## config.mk

```make
export PLATFORM = sky130hd
export DESIGN_NAME = usbep_ctrl
export DESIGN_NICKNAME = d
export VERILOG_FILES = /design/src/rtl/usbep_ctrl.v
export VERILOG_INCLUDE_DIRS = /design/src /design/src/rtl
export SDC_FILE = /design/constraint.sdc
export NUM_CORES = 1
export LEC_CHECK = 0
export BUFFER_PORTS_ARGS = -buffer_cell sky130_fd_sc_hd__buf_4
export CAP_MARGIN = 40
export CORE_MARGIN = 3
export CORE_UTILIZATION = 50
export DETAILED_ROUTE_END_ITERATION = 6
export MAX_ROUTING_LAYER = met4
export PLACE_DENSITY = 0.73
export SETUP_SLACK_MARGIN = 0.4
export SLEW_MARGIN = 20
export SYNTH_ARGS = -nofsm -noshare
export SYNTH_HDL_FRONTEND = slang
export SYNTH_SLANG_ARGS = --single-unit
```

## constraint.sdc

```tcl
create_clock -name clk -period 2.45 [get_ports clk]
set_input_delay 0.49 -clock clk [delete_from_list [all_inputs] [get_ports clk]]
set_output_delay 0.49 -clock clk [all_outputs]
set_load 0.03 [all_outputs]
```

## src/rtl/usbep_map.vh

```
// register offsets, field positions, reset values and packet figures
// for the endpoint 0 control and interrupt enable logic
// assumes an 8-bit register port with offsets as printed
`ifndef USBEP_MAP_VH
`define USBEP_MAP_VH

// ----------------------------------------------------------------
// register offsets
// ----------------------------------------------------------------
`define USBEP_ADDR_EP0_IRQ_STATUS 8'h02
`define USBEP_ADDR_OUT_IRQ_EN 8'h09
`define USBEP_ADDR_COMMON_IRQ_EN 8'h0b
`define USBEP_ADDR_INDEX 8'h0e
`define USBEP_ADDR_EP0_CTRL 8'h11
`define USBEP_ADDR_EP0_COUNT 8'h16
`define USBEP_ADDR_EP0_IN_LEN 8'h17

// ----------------------------------------------------------------
// reset values and writable masks
// ----------------------------------------------------------------
`define USBEP_OUT_IRQ_EN_RESET 8'h0e
`define USBEP_OUT_IRQ_EN_MASK 8'h0e
`define USBEP_COMMON_IRQ_EN_RESET 8'h06
`define USBEP_COMMON_IRQ_EN_MASK 8'h0f

// ----------------------------------------------------------------
// ep0 control/status fields
// ----------------------------------------------------------------
`define USBEP_BIT_OUT_READY 0
`define USBEP_BIT_IN_READY 1
`define USBEP_BIT_SENT_STALL 2
`define USBEP_BIT_DATA_END 3
`define USBEP_BIT_SETUP_END 4
`define USBEP_BIT_SEND_STALL 5
`define USBEP_BIT_SERVICED_OUT 6
`define USBEP_BIT_SERVICED_SETUP_END 7

// ----------------------------------------------------------------
// packet figures and codes
// ----------------------------------------------------------------
`define USBEP_EP0_MAX_PACKET 7'h40
`define USBEP_SETUP_LEN 7'h08
`define USBEP_TOK_SETUP 2'h0
`define USBEP_TOK_OUT 2'h1
`define USBEP_TOK_IN 2'h2
`define USBEP_HS_ACK 2'h0
`define USBEP_HS_NAK 2'h1
`define USBEP_HS_STALL 2'h2

`endif

```

## src/rtl/usbep_ctrl.v

```verilog
// endpoint 0 control transfer engine and interrupt enable registers
// assumes a packet layer that decodes tokens and data packets, checks
// crc, and sends the handshake or data packet this block asks for
//
// The plain strobed port is this design's own decision.
`timescale 1ns/1ps
`include "usbep_map.vh"

module usbep_ctrl (
   // clock and reset
   input wire clk,
   input wire resetn,
   // register port
   input wire [7:0] reg_addr,
   input wire [7:0] reg_wdata,
   input wire reg_wr,
   input wire reg_rd,
   output reg [7:0] reg_rdata,
   // token decoded by the packet layer
   input wire tok_valid,
   input wire [1:0] tok_type,
   input wire tok_ep0,
   // received data packet for endpoint 0
   input wire rx_done,
   input wire rx_ok,
   input wire rx_data1,
   input wire [6:0] rx_len,
   // transmitted packet outcome
   input wire tx_done,
   input wire tx_ack,
   // pending flags kept elsewhere
   input wire [3:0] common_pend,
   input wire [3:1] out_ep_pend,
   // link answers
   output reg hs_valid,
   output reg [1:0] hs_code,
   output reg tx_start,
   output reg [6:0] tx_len,
   // processor side
   output reg ep0_irq,
   output wire irq
);

   // ----------------------------------------------------------------
   // state
   // ----------------------------------------------------------------
   localparam [1:0] MODE_IDLE = 2'd0;
   localparam [1:0] MODE_TX = 2'd1;
   localparam [1:0] MODE_RX = 2'd2;
   localparam [1:0] MODE_STATUS = 2'd3;
   localparam [7:0] OUT_EN_RESET = `USBEP_OUT_IRQ_EN_RESET;
   localparam [7:0] COMMON_EN_RESET = `USBEP_COMMON_IRQ_EN_RESET;

   reg [1:0] mode;
   reg [1:0] next_mode;
   reg in_dir;
   reg next_in_dir;
   reg out_ready;
   reg in_ready;
   reg sent_stall;
   reg data_end_a;
   reg setup_end;
   reg send_stall;
   reg [6:0] byte_count;
   reg [6:0] in_len;
   reg [7:0] index;
   reg [3:1] out_irq_en;
   reg [3:0] common_irq_en;
   reg ep0_pend;
   reg tx_busy;
   reg tx_status;

   // ----------------------------------------------------------------
   // register decode
   // ----------------------------------------------------------------
   wire ep0_sel = (index == 8'h00);
   wire wr_ctrl = reg_wr && (reg_addr == `USBEP_ADDR_EP0_CTRL) && ep0_sel;
   wire rd_irq_status = reg_rd && (reg_addr == `USBEP_ADDR_EP0_IRQ_STATUS);
   wire [7:0] ctrl_view = {2'b00, send_stall, setup_end, data_end_a,
                           sent_stall, in_ready, out_ready};

   // ----------------------------------------------------------------
   // transaction engine: combinational outcome of each event
   // ----------------------------------------------------------------
   reg ev_irq;
   reg ev_stall;
   reg ev_setup_end;
   reg ev_out_set;
   reg ev_in_clr;
   reg ev_de_clr;
   reg ev_count;
   reg ev_hs;
   reg [1:0] ev_code;
   reg ev_tx;
   reg [6:0] ev_tx_len;
   reg ev_tx_status;

   always @* begin
      next_mode = mode;
      next_in_dir = in_dir;
      ev_irq = 1'b0;
      ev_stall = 1'b0;
      ev_setup_end = 1'b0;
      ev_out_set = 1'b0;
      ev_in_clr = 1'b0;
      ev_de_clr = 1'b0;
      ev_count = 1'b0;
      ev_hs = 1'b0;
      ev_code = `USBEP_HS_ACK;
      ev_tx = 1'b0;
      ev_tx_len = 7'h00;
      ev_tx_status = 1'b0;
      if (tok_valid && tok_ep0) begin
         if (send_stall) begin
            ev_stall = 1'b1;
         end else begin
            case (tok_type)
               `USBEP_TOK_SETUP: begin
                  if ((mode == MODE_TX || mode == MODE_RX) && !data_end_a) begin
                     ev_setup_end = 1'b1;
                  end
                  next_mode = MODE_IDLE;
                  ev_de_clr = 1'b1;
               end
               `USBEP_TOK_OUT: begin
                  case (mode)
                     MODE_TX: begin
                        if (!data_end_a) begin
                           ev_setup_end = 1'b1;
                        end
                        next_mode = MODE_STATUS;
                        next_in_dir = 1'b1;
                     end
                     MODE_RX: begin
                        if (data_end_a) begin
                           ev_stall = 1'b1;
                        end
                     end
                     MODE_IDLE: begin
                        next_mode = MODE_RX;
                        next_in_dir = 1'b0;
                     end
                     default: begin
                        if (!in_dir) begin
                           ev_stall = 1'b1;
                        end
                     end
                  endcase
               end
               `USBEP_TOK_IN: begin
                  if (mode == MODE_RX && !data_end_a) begin
                     ev_setup_end = 1'b1;
                     next_mode = MODE_IDLE;
                  end else if (mode == MODE_RX || (mode == MODE_STATUS && !in_dir)) begin
                     // zero-length status packet of an out transfer
                     next_mode = MODE_STATUS;
                     next_in_dir = 1'b0;
                     ev_tx = 1'b1;
                     ev_tx_status = 1'b1;
                  end else if (mode == MODE_STATUS) begin
                     ev_stall = 1'b1;
                  end else if (!in_ready) begin
                     ev_hs = 1'b1;
                     ev_code = `USBEP_HS_NAK;
                  end else begin
                     next_mode = MODE_TX;
                     next_in_dir = 1'b1;
                     ev_tx = 1'b1;
                     ev_tx_len = in_len;
                  end
               end
               default: begin
                  ev_hs = 1'b0;
               end
            endcase
         end
      end else if (rx_done && rx_ok) begin
         if (tok_type == `USBEP_TOK_SETUP) begin
            if (rx_len == `USBEP_SETUP_LEN) begin
               ev_out_set = 1'b1;
               ev_count = 1'b1;
               ev_hs = 1'b1;
               ev_irq = 1'b1;
            end
         end else if (rx_len > `USBEP_EP0_MAX_PACKET) begin
            ev_stall = 1'b1;
         end else if (mode == MODE_STATUS && in_dir) begin
            if (rx_data1 && rx_len != 7'h00) begin
               ev_stall = 1'b1;
            end else begin
               ev_hs = 1'b1;
               ev_irq = 1'b1;
               ev_de_clr = 1'b1;
               next_mode = MODE_IDLE;
            end
         end else if (out_ready) begin
            ev_hs = 1'b1;
            ev_code = `USBEP_HS_NAK;
         end else begin
            ev_out_set = 1'b1;
            ev_count = 1'b1;
            ev_hs = 1'b1;
            ev_irq = 1'b1;
            if (rx_len < `USBEP_EP0_MAX_PACKET && data_end_a) begin
               next_mode = MODE_STATUS;
               next_in_dir = 1'b0;
            end
         end
      end else if (tx_done && tx_busy) begin
         if (tx_ack) begin
            ev_irq = 1'b1;
            if (tx_status) begin
               ev_de_clr = 1'b1;
               next_mode = MODE_IDLE;
            end else begin
               ev_in_clr = 1'b1;
               if (in_len < `USBEP_EP0_MAX_PACKET && data_end_a) begin
                  next_mode = MODE_STATUS;
               end
            end
         end
      end
      if (ev_stall) begin
         ev_hs = 1'b1;
         ev_code = `USBEP_HS_STALL;
         ev_irq = 1'b1;
         ev_tx = 1'b0;
         next_mode = MODE_IDLE;
         ev_de_clr = 1'b1;
      end
      if (ev_setup_end) begin
         ev_irq = 1'b1;
      end
   end

   // ----------------------------------------------------------------
   // endpoint 0 flags, mode and counts
   // ----------------------------------------------------------------
   always @(posedge clk or negedge resetn) begin
      if (!resetn) begin
         mode <= MODE_IDLE;
         in_dir <= 1'b0;
         out_ready <= 1'b0;
         in_ready <= 1'b0;
         sent_stall <= 1'b0;
         data_end_a <= 1'b0;
         setup_end <= 1'b0;
         send_stall <= 1'b0;
         byte_count <= 7'h00;
         in_len <= 7'h00;
         tx_busy <= 1'b0;
         tx_status <= 1'b0;
      end else begin
         mode <= next_mode;
         in_dir <= next_in_dir;
         // hardware sets win over firmware clears
         if (ev_out_set) begin
            out_ready <= 1'b1;
         end else if (wr_ctrl && reg_wdata[`USBEP_BIT_SERVICED_OUT]) begin
            out_ready <= 1'b0;
         end
         if (ev_in_clr) begin
            in_ready <= 1'b0;
         end else if (wr_ctrl && reg_wdata[`USBEP_BIT_IN_READY]) begin
            in_ready <= 1'b1;
         end
         if (ev_stall) begin
            sent_stall <= 1'b1;
         end else if (wr_ctrl && !reg_wdata[`USBEP_BIT_SENT_STALL]) begin
            sent_stall <= 1'b0;
         end
         if (ev_setup_end) begin
            setup_end <= 1'b1;
         end else if (wr_ctrl && reg_wdata[`USBEP_BIT_SERVICED_SETUP_END]) begin
            setup_end <= 1'b0;
         end
         if (wr_ctrl && reg_wdata[`USBEP_BIT_DATA_END]) begin
            data_end_a <= 1'b1;
         end else if (ev_de_clr) begin
            data_end_a <= 1'b0;
         end
         if (ev_stall) begin
            send_stall <= 1'b0;
         end else if (wr_ctrl) begin
            send_stall <= reg_wdata[`USBEP_BIT_SEND_STALL];
         end
         if (ev_count) begin
            byte_count <= rx_len;
         end else if (wr_ctrl && reg_wdata[`USBEP_BIT_SERVICED_OUT]) begin
            byte_count <= 7'h00;
         end
         if (reg_wr && reg_addr == `USBEP_ADDR_EP0_IN_LEN) begin
            in_len <= reg_wdata[6:0];
         end
         if (ev_tx) begin
            tx_busy <= 1'b1;
            tx_status <= ev_tx_status;
         end else if (tx_done) begin
            tx_busy <= 1'b0;
            tx_status <= 1'b0;
         end
      end
   end

   // ----------------------------------------------------------------
   // link answers and interrupt
   // ----------------------------------------------------------------
   always @(posedge clk or negedge resetn) begin
      if (!resetn) begin
         hs_valid <= 1'b0;
         hs_code <= `USBEP_HS_ACK;
         tx_start <= 1'b0;
         tx_len <= 7'h00;
         ep0_irq <= 1'b0;
         ep0_pend <= 1'b0;
      end else begin
         hs_valid <= ev_hs;
         hs_code <= ev_code;
         tx_start <= ev_tx;
         tx_len <= ev_tx_len;
         ep0_irq <= ev_irq;
         if (ev_irq) begin
            ep0_pend <= 1'b1;
         end else if (rd_irq_status) begin
            ep0_pend <= 1'b0;
         end
      end
   end

   assign irq = ep0_pend | (|(out_ep_pend & out_irq_en)) | (|(common_pend & common_irq_en));

   // ----------------------------------------------------------------
   // enable, index registers and read port
   // ----------------------------------------------------------------
   always @(posedge clk or negedge resetn) begin
      if (!resetn) begin
         index <= 8'h00;
         out_irq_en <= OUT_EN_RESET[3:1];
         common_irq_en <= COMMON_EN_RESET[3:0];
         reg_rdata <= 8'h00;
      end else begin
         if (reg_wr && reg_addr == `USBEP_ADDR_INDEX) begin
            index <= reg_wdata;
         end
         if (reg_wr && reg_addr == `USBEP_ADDR_OUT_IRQ_EN) begin
            out_irq_en <= reg_wdata[3:1];
         end
         if (reg_wr && reg_addr == `USBEP_ADDR_COMMON_IRQ_EN) begin
            common_irq_en <= reg_wdata[3:0];
         end
         reg_rdata <= 8'h00;
         if (reg_rd) begin
            case (reg_addr)
               `USBEP_ADDR_EP0_IRQ_STATUS: reg_rdata <= {7'h00, ep0_pend};
               `USBEP_ADDR_OUT_IRQ_EN: reg_rdata <= {4'h0, out_irq_en, 1'b0};
               `USBEP_ADDR_COMMON_IRQ_EN: reg_rdata <= {4'h0, common_irq_en};
               `USBEP_ADDR_INDEX: reg_rdata <= index;
               `USBEP_ADDR_EP0_CTRL: reg_rdata <= ep0_sel ? ctrl_view : 8'h00;
               `USBEP_ADDR_EP0_COUNT: reg_rdata <= {1'b0, byte_count};
               `USBEP_ADDR_EP0_IN_LEN: reg_rdata <= {1'b0, in_len};
               default: reg_rdata <= 8'h00;
            endcase
         end
      end
   end

endmodule

```

==> impl_metrics.py <==
metrics = {
    "final_layout": {
        "post-route-cell-area_mm2": 0.00426,
        "area_growth_pct": 29.5,
        "drive_above_1_share_pct": 36.0,
        "fin_nets": 453,
        "n_antenna_cell": 0,
    },
    "yosys": {
        "synth_top_family_by_area": "compound AO/OA/AOI/OAI gates",
        "synth_edf_count": 0,
        "synth_simple_gate_area_share_pct": 18.0,
        "yosys_warnings": 0,
        "yosysTopAreaCell": "dfrtp_1",
        "ys_seq_elements": 61,
        "synthMuxAreaShare_pct": 9.82,
        "yosys.area_share.adder_pct": 3.73,
        "synthTopCellsByArea": "dfrtp_1 43%, mux2_2 8.2%, dfstp_2 4.0%",
        "netlist_top_cells_count": "56 x dfrtp_1, 26 x nand2_1, 24 x mux2_2",
        "ys_seq_area_share_pct": 46.6,
        "synth_most_common_cell": "dfrtp_1",
        "async_flop_share_pct": 100,
        "synth_flop_cell": "dfrtp_1",
        "synth.avg_cell_area_um2": 10.2,
        "synth_cell_types": 57,
        "synth-xor-area-share_pct": 0,
        "synth_cells": 321,
        "syn-num-nets": 373,
        "synth.top_cell.area_share_pct": 42.6,
        "synthesis.area_mm2": 0.00329,
        "synth_compound_area_share_pct": 18.1,
    },
    "pwr": {
        "pwr-share-comb_pct": 22.4,
        "intPower_w": 0.00202,
        "switching_power_w": 0.000882,
        "power_density_mw_per_mm2": 681,
        "power.leakage_nw": 1.94,
        "seqPwrFrac_pct": 43.8,
        "p_sw_share_pct": 30.4,
        "p_clk_share_pct": 33.9,
        "peakVddDrop_uv": 474,
    },
    "sta": {
        "clock_skew_ps": 9.76,
        "hold_viol": 0,
        "maxSlewViolCount": 0,
        "layout_min_cycle_time_ps": 2090,
        "worst_slew_pin_slew_ps": 760,
        "setup_viol_count_final": 0,
        "slew_headroom_pct": 49.3,
        "setup-tns-final_ps": 0,
        "fin_crit_sh_pct": 85.3,
        "rsz0062_at_grt": "yes",
        "fmaxAchievable_mhz": 479,
    },
    "placed_design": {
        "port_buffers": 63,
        "dp_hpwl_mm": 6.34,
        "dpl_cell_area_mm2": 0.00389,
        "gp_congestion": 0.936,
    },
    "clock_network": {
        "cts_root_buf": "clkbuf_8",
        "ctsLongestPathBuffers": 2,
        "cts_tree": "yes",
        "clk_latency_ps": 340,
        "cts_num_sinks": 61,
        "cts_buffers": 9,
        "clk_pin_slew_ps": 80,
        "cts_max_level": 3,
    },
    "worst_setup_path": {
        "end_kind": "flop",
        "cpPeakStageDelay_ps": 470,
        "r2r_end": "mode[1]$_DFFE_PN0P_",
        "crit_type": "reg2reg",
        "crit_slowest_cell": "dfrtp_2",
        "arrival_ps": 2320,
        "cp_data_required_time_ps": 2680,
        "rrSetupSlack_ps": 360,
        "worstPathMaxFanout": 5,
        "reg2reg_from": "mode[1]$_DFFE_PN0P_",
        "crit_chain": "ha_4, nand2b_4, or4_1, o311ai_0, nand3_1, nand4_1, mux2_4",
        "critPathLaunchType": "flop",
        "worst_r2r_path_depth": 7,
    },
    "run_status": {
        "status": "finished clean",
    },
    "grt": {
        "grt_antenna_before_repair": 0,
        "grt_start_max_net_pins": 62,
        "grt_overflow": 0,
        "grtUsageTotal_pct": 24.6,
        "grt_pass1_wl_mm": 13.8,
        "first_global_vias": 2741,
    },
    "detailed_routing": {
        "via_per_inst": 5.95,
        "wl_per_cell_um": 18.1,
        "ant_nets": 0,
        "via_count": 2862,
        "drtIter0Drc": 250,
        "post-route-drc-count": 0,
        "firstDrtPassIters": 5,
        "wl_mm": 8.71,
    },
    "die": {
        "dieArea_mm2": 0.00758,
        "die_h_um": 87.1,
        "io_pins": 64,
        "initial_core_util_pct": 53.6,
        "coreArea_mm2": 0.00613,
        "dieWidth_um": 87.1,
        "rows": 28,
    },
    "worst_hold_path": {
        "hold_class": "in2async",
    },
    "flow_run": {
        "drv_cap": 0,
    },
}
-- layer usage --
layer / part of all wire (%) / GRT usage (%) / vias up / routed length [um]
li1: - / - / 1343 / -
met1: 44 / 33.4 / 1372 / 3820
met2: 47 / 37.1 / 139 / 4070
met3: 8.4 / 5.77 / 8 / 733
met4: 0.92 / 6.94 / 0 / 80
met5: 0 / - / - / 0
-- sequential cells by signal, indices dropped and copies added, names as in the netlist, 2 cells and up --
| register | flops |
|---|---|
| index | 8 |
| reg_rdata | 8 |
| byte_count | 7 |
| in_len | 7 |
| tx_len | 7 |
| common_irq_en | 4 |
| out_irq_en | 3 |
| hs_code | 2 |
| mode | 2 |
-- power groups by stage --
stage	clock network, W	logic (W)	registers (W)
2_1_floorplan	0	0.000361	0.00122
3_3_place_gp	0	0.000537	0.00127
3_5_place_dp	0	0.000548	0.00127
4_1_cts	0.000984	0.000634	0.00127
5_1_grt	0.00103	0.000716	0.00129
6_report	0.000982	0.000649	0.00127
-- cell families after synthesis --
| kind of cell | Yosys count |
|---|---|
| fa+ha+maj | 10 |
| simple gates | 106 |
| buf+inv | 31 |
| mux | 29 |
| compound gates | 84 |
| flops | 61 |
-- final cells by class --
class                      instances  area (um2)
multi-input combinational        229        1730
fill                             469        1880
sequential                        61        1540
tap                               75        93.8
clock inverter                     6        87.6
timing repair buffer              79         597
clock buffer                      10         128
inverter                          21        82.6
-- worst max-delay path, delay by kind of cell, from the launching register on --
kind	cells	cell delay [ps]
DFF	1	470
adders and majority gates	1	200
and+or+nand+nor	4	870
AOI/OAI and AO/OA	1	110
muxes	1	320
-- what timing repair did --
action                                  CTS  global route
endpoints found under the setup margin   14            10
gates resized for setup                  14             3
hold buffers                              0             0
setup buffers                             9             1
pin swaps                                 7             3
-- worst max path at each step --
stage                   startpoint                   end  cells past startpoint
3_3_place_gp           tok_type[0]  ep0_pend$_DFFE_PN0P_                      9
4_1_cts        mode[0]$_DFFE_PN0P_  ep0_pend$_DFFE_PN0P_                      8
5_1_grt        mode[0]$_DFFE_PN0P_   mode[0]$_DFFE_PN0P_                      7
6_report       mode[1]$_DFFE_PN0P_   mode[1]$_DFFE_PN0P_                      7
3_5_place_dp           tok_type[0]  ep0_pend$_DFFE_PN0P_                      9
2_1_floorplan          tok_type[0]  ep0_pend$_DFFE_PN0P_                      8
-- placed cells by master, fill, tap and decap left out, types with 3 or more instances in the layout --
master,netlist,final
a21o_1,4,4
a21oi_1,20,19
a221oi_1,4,4
a22oi_1,8,8
a31oi_1,5,5
and2_1,9,9
buf_4,0,78
clkbuf_8,0,9
clkinvlp_4,0,4
dfrtp_1,56,54
dfstp_2,5,5
ha_1,9,5
ha_4,0,4
inv_1,21,19
mux2_2,24,22
mux2i_1,3,3
nand2_1,26,26
nand2b_1,6,5
nand3_1,16,15
nand4_1,5,5
nor2_1,13,13
nor2b_1,4,4
nor3_1,5,5
nor4_1,6,4
o21a_1,3,3
o21ai_0,10,10
o21ai_1,8,7
or3_1,4,4
-- through the flow --
stage / power (W) / std cells / setup WS (ps) / utilization (%) / hold WS [ps]
floorplan: 0.00159 / 321 / 358 / - / 194
global placement: 0.00181 / 455 / 160 / 63.4 / 463
detailed placement: 0.00182 / 455 / 102 / 63.4 / 467
CTS: 0.00288 / 480 / 384 / 69.0 / 246
global route: 0.00304 / 481 / 278 / 69.4 / 268
finish: 0.00290 / 481 / 361 / 69.4 / 211
(Power assumes the default switching activity.)
